--- src/verilog/gpio_pkg.sv ---
// constants for the two-port general-purpose pin block
// assumes a byte-wide register port with the printed register addresses
package gpio_pkg;
  // port widths
  localparam int PORT_A_W = 5;
  localparam int PORT_B_W = 8;
  localparam int CHANGE_W = 4;
  localparam int DATA_W   = 8;
  localparam int ADDR_W   = 8;

  // register addresses
  localparam logic [7:0] OFS_PORT_A   = 8'h05;
  localparam logic [7:0] OFS_PORT_B   = 8'h06;
  localparam logic [7:0] OFS_INT_CTRL = 8'h0B;
  localparam logic [7:0] OFS_CMP_CTRL = 8'h1F;
  localparam logic [7:0] OFS_OPTIONS  = 8'h81;
  localparam logic [7:0] OFS_DIR_A    = 8'h85;
  localparam logic [7:0] OFS_DIR_B    = 8'h86;
  localparam logic [7:0] OFS_REF_CTRL = 8'h9F;

  // reset values
  localparam logic [7:0] OPTIONS_RESET  = 8'hFF;
  localparam logic [4:0] DIR_A_RESET    = 5'h1F;
  localparam logic [7:0] DIR_B_RESET    = 8'hFF;
  localparam logic [4:0] LATCH_A_RESET  = 5'h00;
  localparam logic [7:0] LATCH_B_RESET  = 8'h00;
  localparam logic [7:0] CMP_CTRL_RESET = 8'h00;
  localparam logic [7:0] REF_CTRL_RESET = 8'h00;
  localparam logic [7:0] ZERO_BYTE      = 8'h00;

  // field positions and masks
  localparam int PULLUP_EN_N_BIT   = 7;
  localparam int CHANGE_FLAG_BIT   = 0;
  localparam int REF_OUT_EN_BIT    = 6;
  localparam int FIRST_RESULT_BIT  = 6;
  localparam int SECOND_RESULT_BIT = 7;
  localparam int CMP_MODE_LSB      = 0;
  localparam int CMP_MODE_MSB      = 2;
  localparam int PIN_REF           = 2;
  localparam int PIN_CMP_THREE     = 3;
  localparam int PIN_OPEN_DRAIN    = 4;
  localparam int PIN_EXT_INT       = 0;
  localparam int PIN_PROG_CLOCK    = 6;
  localparam int PIN_PROG_DATA     = 7;
  localparam int CHANGE_LSB        = 4;
  localparam logic [7:0] CMP_CTRL_WR_MASK = 8'h0F;
  localparam logic [7:0] REF_CTRL_WR_MASK = 8'hEF;

  // comparator pin modes and the analog pins they claim
  localparam logic [2:0] CMP_ALL_DIGITAL = 3'h7;
  localparam logic [2:0] CMP_OUTPUTS     = 3'h6;
  localparam logic [4:0] ANALOG_NONE     = 5'h00;
  localparam logic [4:0] ANALOG_OUTMODE  = 5'h07;
  localparam logic [4:0] ANALOG_DEFAULT  = 5'h0F;
endpackage : gpio_pkg

--- src/verilog/dual_gpio.sv ---
// two general-purpose ports with direction control, pull-ups and change flag
// assumes a byte register port on the core clock and pins from outside the domain
// Summary of operation
// - port A has five latches, five direction bits
// - direction 1 floats pin, 0 drives latch
// - port A read gives pins, write stores latch
// - port A bit four is open drain only
// - comparator-input pins of port A read zero
// - resets set A directions; power-on clears latch
// - directions still steer drivers in analog mode
// - unused upper port A bits read zero
// - port B eight bits, same direction sense
// - port B read gives pins, write stores latch
// - clear pull-up enable bit enables all pull-ups
// - pull-up off whenever pin is output
// - power-on: options all ones, B inputs
// - only upper B input pins detect change
// - mismatch against last read sets change flag
// - change event can wake from sleep
// - mismatch keeps flag set until access, clear
// - change during read may be missed
// - hysteresis on interrupt and programming pins
// - comparator and reference controls reset zero
// - store at cycle end, pins sampled at start
//
// Local design decision: the address-and-strobe port.
`timescale 1ns/1ps
module dual_gpio (
  // clock, reset, enable
  input  wire logic       CLOCK,
  input  wire logic       RESETN,
  input  wire logic       CLOCK_ENABLE,
  input  wire logic       OTHER_RESET,
  // register port
  input  wire logic [7:0] ADDR,
  input  wire logic [7:0] WDATA,
  input  wire logic       WRITE,
  input  wire logic       READ,
  output logic      [7:0] RDATA,
  // port A pins
  input  wire logic [4:0] PORT_A_IN,
  output logic      [4:0] PORT_A_OUT,
  output logic      [4:0] PORT_A_OE,
  // port B pins
  input  wire logic [7:0] PORT_B_IN,
  output logic      [7:0] PORT_B_OUT,
  output logic      [7:0] PORT_B_OE,
  output logic      [7:0] PORT_B_PULLUP,
  output logic      [7:0] PORT_B_HYSTERESIS,
  // comparator and reference block
  input  wire logic       FIRST_RESULT,
  input  wire logic       SECOND_RESULT,
  output logic      [7:0] CMP_CONTROL,
  output logic      [7:0] REF_CONTROL,
  output logic      [4:0] ANALOG_SELECT,
  // alternate functions and wake
  input  wire logic       PROG_MODE,
  output logic            TIMER_CLOCK_PIN,
  output logic            EXT_INT_PIN,
  output logic            WAKE_REQUEST
);
  // reset release chain
  logic       reset_stage;
  logic       rst_n;
  // register state
  logic [4:0] latch_a;
  logic [4:0] dir_a;
  logic [7:0] latch_b;
  logic [7:0] dir_b;
  logic [7:0] options;
  // synchronised pins
  logic [4:0] pins_a;
  logic [7:0] pins_b;
  // decode
  logic       wr_port_a;
  logic       wr_port_b;
  logic       wr_dir_a;
  logic       wr_dir_b;
  logic       wr_options;
  logic       wr_cmp;
  logic       wr_ref;
  logic       wr_int;
  logic       rd_port_b;
  logic       port_b_access;
  // steering
  logic [2:0] cmp_mode;
  logic [4:0] analog_mask;
  logic [4:0] drive_a;
  logic [4:0] next_oe_a;
  logic [4:0] read_pins_a;
  logic [7:0] next_pullup;
  logic [7:0] next_hyst;
  logic [7:0] read_mux;
  logic [7:0] cmp_read;
  logic       change_flag;

  // reset is released through two flops, asserted at once
  always_ff @(posedge CLOCK or negedge RESETN) begin
    if (!RESETN) begin
      reset_stage <= 1'b0;
      rst_n       <= 1'b0;
    end else begin
      reset_stage <= 1'b1;
      rst_n       <= reset_stage;
    end
  end

  // pins come from outside and pass two flops before any logic
  sync_2ff #(.WIDTH(gpio_pkg::PORT_A_W)) sync_port_a (
    .clock  (CLOCK),
    .rst_n  (rst_n),
    .enable (CLOCK_ENABLE),
    .d      (PORT_A_IN),
    .q      (pins_a)
  );

  sync_2ff #(.WIDTH(gpio_pkg::PORT_B_W)) sync_port_b (
    .clock  (CLOCK),
    .rst_n  (rst_n),
    .enable (CLOCK_ENABLE),
    .d      (PORT_B_IN),
    .q      (pins_b)
  );

  // write and read decode
  assign wr_port_a     = WRITE && (ADDR == gpio_pkg::OFS_PORT_A);
  assign wr_port_b     = WRITE && (ADDR == gpio_pkg::OFS_PORT_B);
  assign wr_dir_a      = WRITE && (ADDR == gpio_pkg::OFS_DIR_A);
  assign wr_dir_b      = WRITE && (ADDR == gpio_pkg::OFS_DIR_B);
  assign wr_options    = WRITE && (ADDR == gpio_pkg::OFS_OPTIONS);
  assign wr_cmp        = WRITE && (ADDR == gpio_pkg::OFS_CMP_CTRL);
  assign wr_ref        = WRITE && (ADDR == gpio_pkg::OFS_REF_CTRL);
  assign wr_int        = WRITE && (ADDR == gpio_pkg::OFS_INT_CTRL);
  assign rd_port_b     = READ && (ADDR == gpio_pkg::OFS_PORT_B);
  // a port write is a read-modify-write, so it also refreshes the old value
  assign port_b_access = rd_port_b || wr_port_b;

  // comparator mode picks which port A pins are analog
  assign cmp_mode = CMP_CONTROL[gpio_pkg::CMP_MODE_MSB:gpio_pkg::CMP_MODE_LSB];
  assign analog_mask = (cmp_mode == gpio_pkg::CMP_ALL_DIGITAL) ? gpio_pkg::ANALOG_NONE :
                       (cmp_mode == gpio_pkg::CMP_OUTPUTS)     ? gpio_pkg::ANALOG_OUTMODE :
                                                                 gpio_pkg::ANALOG_DEFAULT;

  // comparator results take over pins three and four in output mode
  assign drive_a[2:0] = latch_a[2:0];
  assign drive_a[gpio_pkg::PIN_CMP_THREE] = (cmp_mode == gpio_pkg::CMP_OUTPUTS) ?
      FIRST_RESULT : latch_a[gpio_pkg::PIN_CMP_THREE];
  assign drive_a[gpio_pkg::PIN_OPEN_DRAIN] = (cmp_mode == gpio_pkg::CMP_OUTPUTS) ?
      SECOND_RESULT : latch_a[gpio_pkg::PIN_OPEN_DRAIN];

  // drivers follow the direction bits even on analog pins; software must
  // keep those as inputs and clear directions for comparator outputs
  assign next_oe_a[1:0] = ~dir_a[1:0];
  // reference output claims pin two and floats its digital driver
  assign next_oe_a[gpio_pkg::PIN_REF] = ~dir_a[gpio_pkg::PIN_REF] &&
      !REF_CONTROL[gpio_pkg::REF_OUT_EN_BIT];
  assign next_oe_a[gpio_pkg::PIN_CMP_THREE] = ~dir_a[gpio_pkg::PIN_CMP_THREE];
  // open drain: only a low is ever driven
  assign next_oe_a[gpio_pkg::PIN_OPEN_DRAIN] = ~dir_a[gpio_pkg::PIN_OPEN_DRAIN] &&
      !drive_a[gpio_pkg::PIN_OPEN_DRAIN];

  // analog pins read as zero, the rest read the pin level
  assign read_pins_a = pins_a & ~analog_mask;

  // pull-ups only on input pins and only with the enable bit low
  assign next_pullup = dir_b & {gpio_pkg::PORT_B_W{~options[gpio_pkg::PULLUP_EN_N_BIT]}};

  // hysteresis hints for the pad: interrupt pin as input, programming pins
  always_comb begin
    next_hyst = gpio_pkg::ZERO_BYTE;
    next_hyst[gpio_pkg::PIN_EXT_INT] = dir_b[gpio_pkg::PIN_EXT_INT];
    next_hyst[gpio_pkg::PIN_PROG_CLOCK] = PROG_MODE;
    next_hyst[gpio_pkg::PIN_PROG_DATA] = PROG_MODE;
  end

  // comparator control read shows live results in the top two bits
  always_comb begin
    cmp_read = CMP_CONTROL & gpio_pkg::CMP_CTRL_WR_MASK;
    cmp_read[gpio_pkg::FIRST_RESULT_BIT] = FIRST_RESULT;
    cmp_read[gpio_pkg::SECOND_RESULT_BIT] = SECOND_RESULT;
  end

  // read selection; unmapped addresses read zero
  assign read_mux =
      (ADDR == gpio_pkg::OFS_PORT_A)   ? {3'h0, read_pins_a} :
      (ADDR == gpio_pkg::OFS_PORT_B)   ? pins_b :
      (ADDR == gpio_pkg::OFS_DIR_A)    ? {3'h0, dir_a} :
      (ADDR == gpio_pkg::OFS_DIR_B)    ? dir_b :
      (ADDR == gpio_pkg::OFS_OPTIONS)  ? options :
      (ADDR == gpio_pkg::OFS_CMP_CTRL) ? cmp_read :
      (ADDR == gpio_pkg::OFS_REF_CTRL) ? (REF_CONTROL & gpio_pkg::REF_CTRL_WR_MASK) :
      (ADDR == gpio_pkg::OFS_INT_CTRL) ? {7'h00, change_flag} :
                                         gpio_pkg::ZERO_BYTE;

  // read data stands for the one cycle after the strobe, zero otherwise;
  // pins are taken at the start of the cycle, through the synchroniser
  always_ff @(posedge CLOCK or negedge rst_n) begin
    if (!rst_n) begin
      RDATA <= gpio_pkg::ZERO_BYTE;
    end else if (CLOCK_ENABLE) begin
      RDATA <= READ ? read_mux : gpio_pkg::ZERO_BYTE;
    end
  end

  // output latches: power-on clears them, other resets leave them alone;
  // the store lands at the end of the strobe cycle
  always_ff @(posedge CLOCK or negedge rst_n) begin
    if (!rst_n) begin
      latch_a <= gpio_pkg::LATCH_A_RESET;
      latch_b <= gpio_pkg::LATCH_B_RESET;
    end else if (CLOCK_ENABLE) begin
      if (wr_port_a) begin
        latch_a <= WDATA[4:0];
      end
      if (wr_port_b) begin
        latch_b <= WDATA;
      end
    end
  end

  // direction and option registers reset on every kind of reset
  always_ff @(posedge CLOCK or negedge rst_n) begin
    if (!rst_n) begin
      dir_a   <= gpio_pkg::DIR_A_RESET;
      dir_b   <= gpio_pkg::DIR_B_RESET;
      options <= gpio_pkg::OPTIONS_RESET;
    end else if (CLOCK_ENABLE) begin
      if (OTHER_RESET) begin
        dir_a   <= gpio_pkg::DIR_A_RESET;
        dir_b   <= gpio_pkg::DIR_B_RESET;
        options <= gpio_pkg::OPTIONS_RESET;
      end else begin
        if (wr_dir_a) begin
          dir_a <= WDATA[4:0];
        end
        if (wr_dir_b) begin
          dir_b <= WDATA;
        end
        if (wr_options) begin
          options <= WDATA;
        end
      end
    end
  end

  // comparator and reference control, zero on every reset
  always_ff @(posedge CLOCK or negedge rst_n) begin
    if (!rst_n) begin
      CMP_CONTROL <= gpio_pkg::CMP_CTRL_RESET;
      REF_CONTROL <= gpio_pkg::REF_CTRL_RESET;
    end else if (CLOCK_ENABLE) begin
      if (OTHER_RESET) begin
        CMP_CONTROL <= gpio_pkg::CMP_CTRL_RESET;
        REF_CONTROL <= gpio_pkg::REF_CTRL_RESET;
      end else begin
        if (wr_cmp) begin
          CMP_CONTROL <= WDATA & gpio_pkg::CMP_CTRL_WR_MASK;
        end
        if (wr_ref) begin
          REF_CONTROL <= WDATA & gpio_pkg::REF_CTRL_WR_MASK;
        end
      end
    end
  end

  // pad drive, pull-up and alternate-function outputs, all registered
  always_ff @(posedge CLOCK or negedge rst_n) begin
    if (!rst_n) begin
      PORT_A_OUT        <= gpio_pkg::LATCH_A_RESET;
      PORT_A_OE         <= gpio_pkg::LATCH_A_RESET;
      PORT_B_OUT        <= gpio_pkg::ZERO_BYTE;
      PORT_B_OE         <= gpio_pkg::ZERO_BYTE;
      PORT_B_PULLUP     <= gpio_pkg::ZERO_BYTE;
      PORT_B_HYSTERESIS <= gpio_pkg::ZERO_BYTE;
      ANALOG_SELECT     <= gpio_pkg::ANALOG_NONE;
      TIMER_CLOCK_PIN   <= 1'b0;
      EXT_INT_PIN       <= 1'b0;
    end else if (CLOCK_ENABLE) begin
      // pin four's data line stays low; its enable alone pulls the pin
      PORT_A_OUT        <= drive_a & ~(5'h01 << gpio_pkg::PIN_OPEN_DRAIN);
      PORT_A_OE         <= next_oe_a;
      PORT_B_OUT        <= latch_b;
      PORT_B_OE         <= ~dir_b;
      PORT_B_PULLUP     <= next_pullup;
      PORT_B_HYSTERESIS <= next_hyst;
      ANALOG_SELECT     <= analog_mask;
      TIMER_CLOCK_PIN   <= pins_a[gpio_pkg::PIN_OPEN_DRAIN];
      EXT_INT_PIN       <= pins_b[gpio_pkg::PIN_EXT_INT];
    end
  end

  // change detector on the upper nibble; its flag is the wake request
  pin_change_detect change_detect (
    .clock      (CLOCK),
    .rst_n      (rst_n),
    .enable     (CLOCK_ENABLE),
    .pins       (pins_b[7:4]),
    .dir        (dir_b[7:4]),
    .capture    (port_b_access),
    .flag_write (wr_int),
    .flag_wdata (WDATA[gpio_pkg::CHANGE_FLAG_BIT]),
    .flag       (change_flag),
    .mismatch   ()
  );

  // a sleeping core only needs the level; the flag register drives it
  assign WAKE_REQUEST = change_flag;
endmodule : dual_gpio

--- src/verilog/pin_change_detect.sv ---
// change detector for the upper port B nibble, with sticky flag
// assumes synchronised pins and one-cycle capture and write strobes
`timescale 1ns/1ps
module pin_change_detect (
  // clock, reset, enable
  input  wire logic       clock,
  input  wire logic       rst_n,
  input  wire logic       enable,
  // pins and their direction bits
  input  wire logic [3:0] pins,
  input  wire logic [3:0] dir,
  // port access and flag register write
  input  wire logic       capture,
  input  wire logic       flag_write,
  input  wire logic       flag_wdata,
  // sticky flag and live mismatch
  output logic            flag,
  output logic            mismatch
);
  logic [3:0] old_value;
  logic       mismatch_set;
  logic       next_flag;

  // only input pins take part in the comparison
  assign mismatch = |((pins ^ old_value) & dir);
  // a change in the very capture cycle is swallowed, as on the real pin
  assign mismatch_set = mismatch & ~capture;
  // set wins over a software clear, so a standing mismatch re-sets it
  assign next_flag = flag_write ? (flag_wdata | mismatch_set)
                                : (flag | mismatch_set);

  // old value follows every port access, flag is sticky
  always_ff @(posedge clock or negedge rst_n) begin
    if (!rst_n) begin
      old_value <= 4'h0;
      flag      <= 1'b0;
    end else if (enable) begin
      if (capture) begin
        old_value <= pins;
      end
      flag <= next_flag;
    end
  end
endmodule : pin_change_detect

--- src/verilog/sync_2ff.sv ---
// two-flop synchroniser for pin levels
// assumes a synchronous active-low reset copy and a clock enable
`timescale 1ns/1ps
module sync_2ff #(
  parameter int WIDTH = 1
) (
  // clock, reset, enable
  input  wire logic             clock,
  input  wire logic             rst_n,
  input  wire logic             enable,
  // level in and synchronised level out
  input  wire logic [WIDTH-1:0] d,
  output logic      [WIDTH-1:0] q
);
  logic [WIDTH-1:0] stage;

  // first stage feeds only the second stage
  always_ff @(posedge clock or negedge rst_n) begin
    if (!rst_n) begin
      stage <= '0;
      q     <= '0;
    end else if (enable) begin
      stage <= d;
      q     <= stage;
    end
  end
endmodule : sync_2ff
--- config.mk ---
export PLATFORM = sky130hd
export DESIGN_NAME = dual_gpio
export DESIGN_NICKNAME = d
export VERILOG_FILES = /design/src/verilog/gpio_pkg.sv /design/src/verilog/dual_gpio.sv /design/src/verilog/pin_change_detect.sv /design/src/verilog/sync_2ff.sv
export SDC_FILE = /design/constraint.sdc
export NUM_CORES = 1
export LEC_CHECK = 0
export BUFFER_PORTS_ARGS = -buffer_cell sky130_fd_sc_hd__buf_2
export CORE_MARGIN = 2
export CORE_UTILIZATION = 50
export DETAILED_ROUTE_END_ITERATION = 10
export PLACE_DENSITY = 0.82
export SLEW_MARGIN = 20
export SYNTH_ARGS = -nofsm -noshare
export SYNTH_HDL_FRONTEND = slang
export SYNTH_SLANG_ARGS = --single-unit
export TNS_END_PERCENT = 50
--- constraint.sdc ---
create_clock -name CLOCK -period 4.1 [get_ports CLOCK]
set_clock_uncertainty 0.05 [all_clocks]
set_input_delay 0.615 -clock CLOCK [delete_from_list [all_inputs] [get_ports CLOCK]]
set_output_delay 0.615 -clock CLOCK [all_outputs]
set_load 0.01 [all_outputs]
Yosys cells after proc, flatten, opt, wreduce, memory -nomap -nowiden:

Cells that the tools add are included.

* bitwise logic cells: 15
* reductions and logical operators: 28
* mux-type cells: 24
* equality and inequality tests: 10

Operators with widths (number)
* $mux W8: 16
* $eq A8 B8 Y1 const B: 4
* $eq A8 B3 Y1 const B: 2
* $reduce_and A2 Y1: 8
* $logic_and A1 B1 Y1: 11
* $mux W5: 2
* $reduce_bool A2 Y1: 5
* $and A8 B8 Y8: 1
* $eq A8 B4 Y1 const B: 1
* $eq A8 B5 Y1 const B: 1
* $mux W4: 2
* $not A8 Y8: 1
* $eq A3 B3 Y1 const B: 2
* $and A5 B5 Y5: 1
* $not A1 Y1: 5
* $not A4 Y5: 1
* $and A4 B4 Y4: 1
* $mux W1: 4
* $reduce_or A4 Y1: 1
* $xor A4 B4 Y4: 1
* $logic_not A1 Y1: 2
* $not A2 Y2: 1
* $or A1 B1 Y1: 2
* $and A1 B1 Y1: 1
* $logic_or A1 B1 Y1: 1

* output and inout port bits: 74
* flip-flop bits (word level): 133

Depth between registers and ports, before layout:

Gate-level depths: netlist of run 1.

* depth after elaboration: 10
* depth in mapped cells: 6
* gate-level depth less buffers: 4

By module:

From an unflattened synthesis of run 1, not the netlist that was laid out.

* cell total of the unflattened synthesis: 501
* area, all modules: 6199.7 sq um

By module, submodules not included
* dual_gpio: cells each 425, area each 4884.7 sq um, instances 1
* sync_2ff at sync_port_b: cells each 34, area each 649.4 sq um, instances 1
* sync_2ff at sync_port_a: cells each 21, area each 411.6 sq um, instances 1
* pin_change_detect: cells each 21, area each 254.0 sq um, instances 1

Worst setup path before layout of run 1:

No wires, ideal clock.

* path type: input to register
* start point: in ADDR[7]
* end point: reg change_detect.old_value[0]
* data required time: 3.925 ns
* arrival time: 2.169 ns
* cell stages on the path: 5
* slack: 1.756 ns
* cells stage by stage: or4_1 -> buf_2 -> or4_1 -> buf_2 -> mux2_4

* word-level cells in the longest chain between the ends: 4
* elaborated cells on any way between the ends: 5
* classes of those cells: 1 x eq/ne; 4 x reduce/logical

RTL lines
* start, declared: line dual_gpio.sv:35 `input wire logic [7:0] ADDR,`
* $eq A8 B3 Y1 (*): line dual_gpio.sv:127, dual_gpio.sv:134
* $logic_and A1 B1 Y1 (on tied branches): line dual_gpio.sv:134, dual_gpio.sv:127
* $logic_or A1 B1 Y1 (*): line dual_gpio.sv:136 `assign port_b_access = rd_port_b || wr_port_b;`
* $reduce_and A2 Y1 (no source line) (*)
* end signal, assigned: line pin_change_detect.sv:39 `old_value <= pins;`
* end, declared: line pin_change_detect.sv:20 `logic [3:0] old_value;`

Mark *: on every way between the ends. The rest lies on a longest branch, timed or not.
A chain may end at the register's enable or synchronous reset.

Worst setup path in the final report of run 1:

* start point: in ADDR[7]
* end point: reg options[3]

* word-level cells in the longest chain between the ends: 4

RTL lines
* $eq A8 B8 Y1: line dual_gpio.sv:130 `assign wr_options = WRITE && (ADDR == gpio_pkg::OFS_OPTIONS);`
* $logic_and A1 B1 Y1: line dual_gpio.sv:130
* $reduce_bool A2 Y1 (no source line)
* $reduce_and A2 Y1 (no source line)
* end signal, assigned: line dual_gpio.sv:226 `options <= gpio_pkg::OPTIONS_RESET;`
* end signal, assigned: line dual_gpio.sv:231 `options <= gpio_pkg::OPTIONS_RESET;`
* end, declared: line dual_gpio.sv:70 `logic [7:0] options;`

Every way passes these cells.

==> results by group, run 1 <==
Layout
  • Final Non-Filler Cells: 748
  • Filler Cell Count: 909
  • Final net count: 630
  • Antenna diodes: 0
  • Area grow syn2layout: 19.5%
  • Layout cells sized above 1: 37.7%

Run
  • Max-cap viol count: 0

Setup path
  • Critical Path Fanout Max: 24
  • Crit-path slowest cell: or4b_1
  • Crit. End Element: register
  • Crit path from: ADDR[7]
  • Max stage delay on crit path: 710 ps
  • Critical Path, Cell by Cell: buf_2, or4b_1, nor3_4, nor3_1, a211oi_1
  • Flop-to-flop setup slack: 2490 ps
  • Critical Path Source Type: input port
  • Worst path arrival time: 2710 ps
  • FF-to-FF path depth: 4
  • Critical path class: input port to register
  • CP required: 4370 ps
  • Reg2reg end: RDATA[2]
  • Reg2reg start: CMP_CONTROL[1]
  • Crit path to: options[3]

Global route
  • Vias in the first global route: 4555
  • Initial antenna violation count: 0
  • Global-route wire length before repair: 24.6 mm
  • Congestion Overflow GR: 0
  • Largest net degree at the start of global routing: 49
  • GRT Overall Usage: 25.3%

Floorplanning
  • Die area: 12500 sq um
  • Site row count: 39
  • Die W: 112 um
  • Initial core utilization: 51.1%
  • Core ar.: 11400 sq um
  • Die Y: 112 um
  • IO Pins: 112

Timing
  • Fin. Hold Viols: 0
  • RSZ-0062 raised after global routing: no
  • Max Clk Rate: 410 MHz
  • Final setup vio count: 0
  • Worst-Margin Slew: 1020 ps
  • Final worst path period need: 2440 ps
  • Max Slew Vio Count: 0
  • Setup TNS: 0 ps
  • Slew HR: 31.1%
  • Tcrit/Tclk final: 59.5%

CTS
  • Total CTS buffers: 17
  • Clk Latency, worst-skew pair: 410 ps
  • Clk sinks: 125
  • Max clock buf depth: 2
  • Clock slew at reported path FFs: 60 ps
  • H-Tree Depth: 4
  • Clk root buf: clkbuf_16
  • CTS tree: done

Drt
  • Via density per instance: 5.97
  • Routed vias: 4467
  • Drt initial violations: 319
  • Antenna-violating nets left: 0
  • DR WL/cell: 20.5 um
  • First-pass DRT Iterations: 5
  • Final WL: 15.3 mm
  • Remaining DRCs: 0

Synth
  • Post-synth cell types: 52
  • #FFs+latches synth: 125
  • Most used DFF post-synth: dfrtp_1
  • Post-synth EDFFs: 0
  • Synth area leader: dfrtp_1
  • Synth Cell Area: 5810 sq um
  • Yosys warnings: 0
  • Share of the synthesized area in the top cell type: 44.8%
  • FFs w/ async S/R, synth: 100%
  • Sequential share of the synthesized area: 54.3%
  • Syn avg cell area: 11.6 sq um
  • Cell count after synthesis: 503
  • Main area contributors after synthesis: dfrtp_1 45%, mux2_2 11%, dfstp_2 9.5%

Power and ir drop
  • Peak supply drop: 0.000324 V
  • PD cells: 479 nW/um^2
  • Leak: 3.17 nW

Placed design
  • Dpl hpwl: 10.9 mm
  • Total placed cells including tap cells: 715
  • Final Wtd Congestion: 0.903
  • Number of port buffers: 99

Min path
  • Class of the worst hold path: register to async pin

Outcome
  • Status: finished clean
## state kept, by name, summed over array words and instances (netlist names), 2 cells and up
| signal | flops |
|---|---|
| PORT_B_PULLUP | 8 |
| change_detect.old_value | 4 |
| sync_port_b.q | 8 |
| PORT_B_OUT | 8 |
| RDATA | 8 |
| PORT_A_OUT | 4 |
| REF_CONTROL | 7 |
| PORT_B_HYSTERESIS | 2 |
| latch_b | 8 |
| PORT_B_OE | 8 |
| sync_port_a.q | 5 |
| dir_a | 5 |
| PORT_A_OE | 5 |
| CMP_CONTROL | 4 |
| latch_a | 5 |
| dir_b | 8 |
| sync_port_b.stage | 8 |
| ANALOG_SELECT | 2 |
| sync_port_a.stage | 5 |
| options | 8 |
## what timing repair did
item / 4_1_cts / 5_1_grt
setup buffers: 0 / 0
endpoints found under the hold margin: 2 / 0
hold buffers: 1 / 0
resized for setup: 0 / 0
## worst max-delay path: cells and delay by family
family                 cells  cell delay [ps]
AO/OA/AOI/OAI              1              250
AND/OR/NAND/NOR            3             1450
buffers and inverters      1              390
## power breakdown
group	total (W)	leakage [nW]	internal, W	switching (W)
combinational	0.000343	1.32	0.000152	0.000191
clock	0.00153	0.287	0.000917	0.000610
sequential	0.00146	1.56	0.00135	0.000101
## layout by cell type (no fill, tap or decap), types with 11 or more instances in the layout
cell	instances
dfrtp_1	103
buf_2	99
mux2_2	59
nor2_1	29
nand2_1	26
o21ai_0	25
dfstp_2	21
nor3_1	19
a21oi_1	17
clkbuf_16	17
inv_1	14
a211oi_1	13
conb_1	13
mux2i_1	11
## cell usage after synthesis, drive strengths merged, types with 4 or more instances
library cell  number
inv               14
o2bb2ai            5
nor2              29
o22a               8
xor2               4
clkbuf            17
nand3b             7
nand3              4
nand2             26
dfstp             21
mux2i             11
nor3              21
mux2              63
a211oi            13
nand2b             7
a22oi             10
buf               30
a21oi             17
o31ai              5
a22o               8
dfrtp            104
or3                4
nor4               7
o22ai              6
o32a               5
o21ai             26
## layer usage
| metal | vias to the layer above | global-route usage, % | share of wire, % |
|---|---|---|---|
| li1 | 2001 | - | - |
| met2 | 230 | 40.0 | 46 |
| met1 | 2204 | 33.7 | 42 |
| met4 | 0 | 8.72 | 2.5 |
| met3 | 32 | 7.62 | 9.1 |
| met5 | - | 0 | 0 |
## cell families after synthesis
logic type                after synthesis  synth area share, %
muxes                                  74                 14.4
buffers and inverters                  61                 5.06
other                                   2                0.129
DFF                                   125                 54.3
AOI/OAI and AO/OA                     114                 13.6
and+or+nand+nor                       123                 12.0
xor gates and xnor gates                4                0.603
## cell type report
type,count,area (sq um),share of cell area [%]
flip-flops and latches,125,3160,45.5
clock buffers,17,425,6.13
well taps,143,179,2.58
clock inverters,15,174,2.50
repair buffers,106,551,7.93
inverters,14,52.6,0.757
multi-input cells,328,2410,34.6
## how the worst min path moves through the flow
stage | to | slack, ps | depth (start not counted)
3_5_place_dp | rst_n | 310 | 0
3_3_place_gp | rst_n | 290 | 0
5_1_grt | rst_n | 330 | 0
4_1_cts | PORT_B_OUT[6] | 320 | 0
6_report | PORT_B_OUT[6] | 310 | 0
2_1_floorplan | reset_stage | 270 | 0
## through the flow
| stage | total power [W] | hold WS, ps | utilization [%] | area, sq um | setup slack, ps |
|---|---|---|---|---|---|
| 6_report | 0.00333 | 305 | 61.1 | 6950 | 1660 |
| 3_5_place_dp | 0.00182 | 307 | 55.7 | 6340 | 1220 |
| 5_1_grt | 0.00345 | 335 | 61.1 | 6950 | 1480 |
| 4_1_cts | 0.00335 | 324 | 61.1 | 6950 | 1670 |
| 3_3_place_gp | 0.00180 | 290 | 55.7 | 6340 | 1320 |
| 2_1_floorplan | 0.00167 | 269 | - | 5850 | 346 |
(Power assumes the default switching activity.)
==> run 2: changes to the inputs <==
==> constraint.sdc (replaced) <==
create_clock -name CLOCK -period 2.5 [get_ports CLOCK]
set_clock_uncertainty 0.05 [all_clocks]
set_input_delay 0.375 -clock CLOCK [delete_from_list [all_inputs] [get_ports CLOCK]]
set_output_delay 0.375 -clock CLOCK [all_outputs]
set_load 0.01 [all_outputs]
==> run 2 against run 1 <==
Effect of this change:
- worst setup slack lost 990 ps
- sequential share of layout area shrank 0.66 points
- core utilization grew 0.90 points
==> results by group, run 2 (synthesis gave the netlist of run 1 again) <==
Outcome
  • Status: finished clean (unchanged)

Global route
  • Global-route wire length before repair: 24.8 mm (was 24.6 mm)
  • Initial antenna violation count: 0 (unchanged)
  • Vias in the first global route: 4487 (was 4555)
  • Congestion Overflow GR: 0 (unchanged)
  • GRT Overall Usage: 25.9% (was 25.3%)
  • Largest net degree at the start of global routing: 67 (was 49)

CTS
  • H-Tree Depth: 4 (unchanged)
  • Total CTS buffers: 17 (unchanged)
  • Clock slew at reported path FFs: 60 ps (about the same)
  • Hold buffers post-CTS: 1 (unchanged)
  • Clk root buf: clkbuf_16 (unchanged)
  • Clk sinks: 125 (unchanged)
  • Post-CTS sizing: 0 (unchanged)
  • Max clock buf depth: 2 (unchanged)
  • Clk Latency, worst-skew pair: 430 ps (was 410 ps)
  • Post-CTS Setup Bufs: 0 (unchanged)
  • CTS tree: done (unchanged)

Layout
  • Most common cell after layout, fill and taps aside: dfrtp_1 (unchanged)
  • Core Util, Final: 62.0% (was 61.1%)
  • Layout cells sized above 1: 38.8% (was 37.7%)
  • Filler Cell Count: 931 (was 909)
  • Multi-input logic area: 2410 sq um (unchanged)
  • Area grow syn2layout: 21.2% (was 19.5%)
  • Commonest non-fill, non-tap cells in the layout: 103 x dfrtp_1, 99 x buf_2, 59 x mux2_2 (unchanged)
  • Antenna diodes: 0 (unchanged)
  • Final net count: 644 (was 630)
  • Register Area: 3160 sq um (unchanged)

Power and ir drop
  • Leak: 3.24 nW (was 3.17 nW)
  • PD cells: 773 nW/um^2 (was 479 nW/um^2)
  • Peak supply drop: 0.000632 V (was 0.000324 V)
  • Net Sw Frac: 25.8% (was 27.1%)
  • Sequential Power Share: 43.6% (was 43.8%)
  • Clock power frac: 45.7% (was 45.9%)
  • Internal Dissipation: 0.00404 W (was 0.00242 W)
  • Sw Pwr: 0.00140 W (was 0.000902 W)
  • Design Power: 0.00545 W (was 0.00333 W)
  • Combinational share of power: 10.7% (was 10.3%)

Timing
  • Setup TNS: 0 ps (unchanged)
  • Tcrit/Tclk final: 73.2%
  • Final hold slack: 124 ps (was 305 ps)
  • Final worst path period need: 1830 ps
  • Max Slew Vio Count: 0 (unchanged)
  • Fin. Hold Viols: 0 (unchanged)
  • Max Clk Rate: 546 MHz
  • Final setup vio count: 0 (unchanged)
  • Worst-Margin Slew: 825 ps (was 1020 ps)
  • Slew HR: 45.0% (was 31.1%)
  • RSZ-0062 raised after global routing: no (unchanged)

Setup path
  • Crit. End Element: register (unchanged)
  • Reg2reg end: RDATA[2] (unchanged)
  • Critical Path Source Type: input port (unchanged)
  • Critical Path Fanout Max: 16 (was 24)
  • Reg2reg start: CMP_CONTROL[1] (unchanged)
  • CP required: 2780 ps (was 4370 ps)
  • Critical path class: input port to register (unchanged)
  • Flop-to-flop setup slack: 990 ps (was 2490 ps)
  • FF-to-FF path depth: 5 (was 4)
  • Worst path arrival time: 2110 ps (was 2710 ps)

Floorplanning
  • Die W: 112 um (unchanged)
  • Site row count: 39 (unchanged)
  • IO Pins: 112 (unchanged)
  • Die area: 12500 sq um (unchanged)
  • Core ar.: 11400 sq um (unchanged)
  • Initial core utilization: 51.1% (unchanged)
  • Die Y: 112 um (unchanged)

Drt
  • Antenna-violating nets left: 0 (unchanged)
  • Routed vias: 4477 (was 4467)
  • Drt initial violations: 301 (was 319)
  • Final WL: 15.6 mm (was 15.3 mm)
  • Remaining DRCs: 0 (unchanged)
  • DR WL/cell: 20.5 um (about the same)
  • First-pass DRT Iterations: 5 (unchanged)
  • Via density per instance: 5.88 (was 5.97)

Min path
  • Hold depth: 2
  • Class of the worst hold path: input port to register (was register to async pin)
  • Hold Crit Start: PORT_B_IN[3]
  • Hold Path End: sync_port_b.stage[3]

Placed design
  • Final Wtd Congestion: 0.915 (was 0.903)
  • Dpl hpwl: 10.9 mm (about the same)
  • Number of port buffers: 99 (unchanged)

Run
  • Max-cap viol count: 0 (unchanged)
==> run 2: changes by cell type in the layout (fill, tap and decap cells not counted), sizes merged <==
| cell | change |
|---|---|
| bufinv | +1 |
| clkbuf | +1 |
| inv | -7 |
| clkinv | +6 |
| buf | +14 |
| clkinvlp | -2 |
==> run 2: routing by layer <==
layer,track usage [%],wire length [um]
met2,41.0,7430
met3,5.99,1080
met5,0,0
met4,11.6,396
met1,34.2,6670
==> run 2: worst max-delay path: stages <==
cell	delay, ps
buf_2	220
or4b_2	700
nor3_4	450
nor3_1	90
a211oi_1	280
==> run 2: worst max path at each step <==
stage | from | endpoint | cells after the start
after CTS | ADDR[2] | options[1] | 5
after floorplan | rst_n | ANALOG_SELECT[2] | 0
after detailed placement | ADDR[2] | options[1] | 5
after global routing | ADDR[2] | CMP_CONTROL[3] | 6
after global placement | ADDR[2] | options[0] | 5
final | ADDR[2] | options[1] | 5
==> run 2: layout make-up <==
cell class                      instances  share of cell area, %
Clock buffer                           18                   6.09
Clock inverter                         13                   2.38
Inverter                               14                  0.746
Multi-Input combinational cell        328                   34.1
Sequential cell                       125                   44.8
Tap cell                              143                   2.54
Timing Repair Buffer                  120                   9.30
==> run 2: power groups by stage <==
stage               combinational (W)  sequential (W)  clock, W
floorplan                    0.000342         0.00240         0
global placement             0.000561         0.00239         0
finish                       0.000585         0.00238   0.00249
detailed placement           0.000583         0.00240         0
CTS                          0.000589         0.00237   0.00252
global route                 0.000644         0.00240   0.00260
==> run 2: through the flow <==
stage / cell area (sq um) / worst slack [ps] / cells
after floorplan: 5860 / 387 / 514
after global placement: 6440 / 348 / 729
after detailed placement: 6440 / 242 / 729
after CTS: 7050 / 705 / 761
after global routing: 7050 / 561 / 761
final: 7050 / 670 / 761
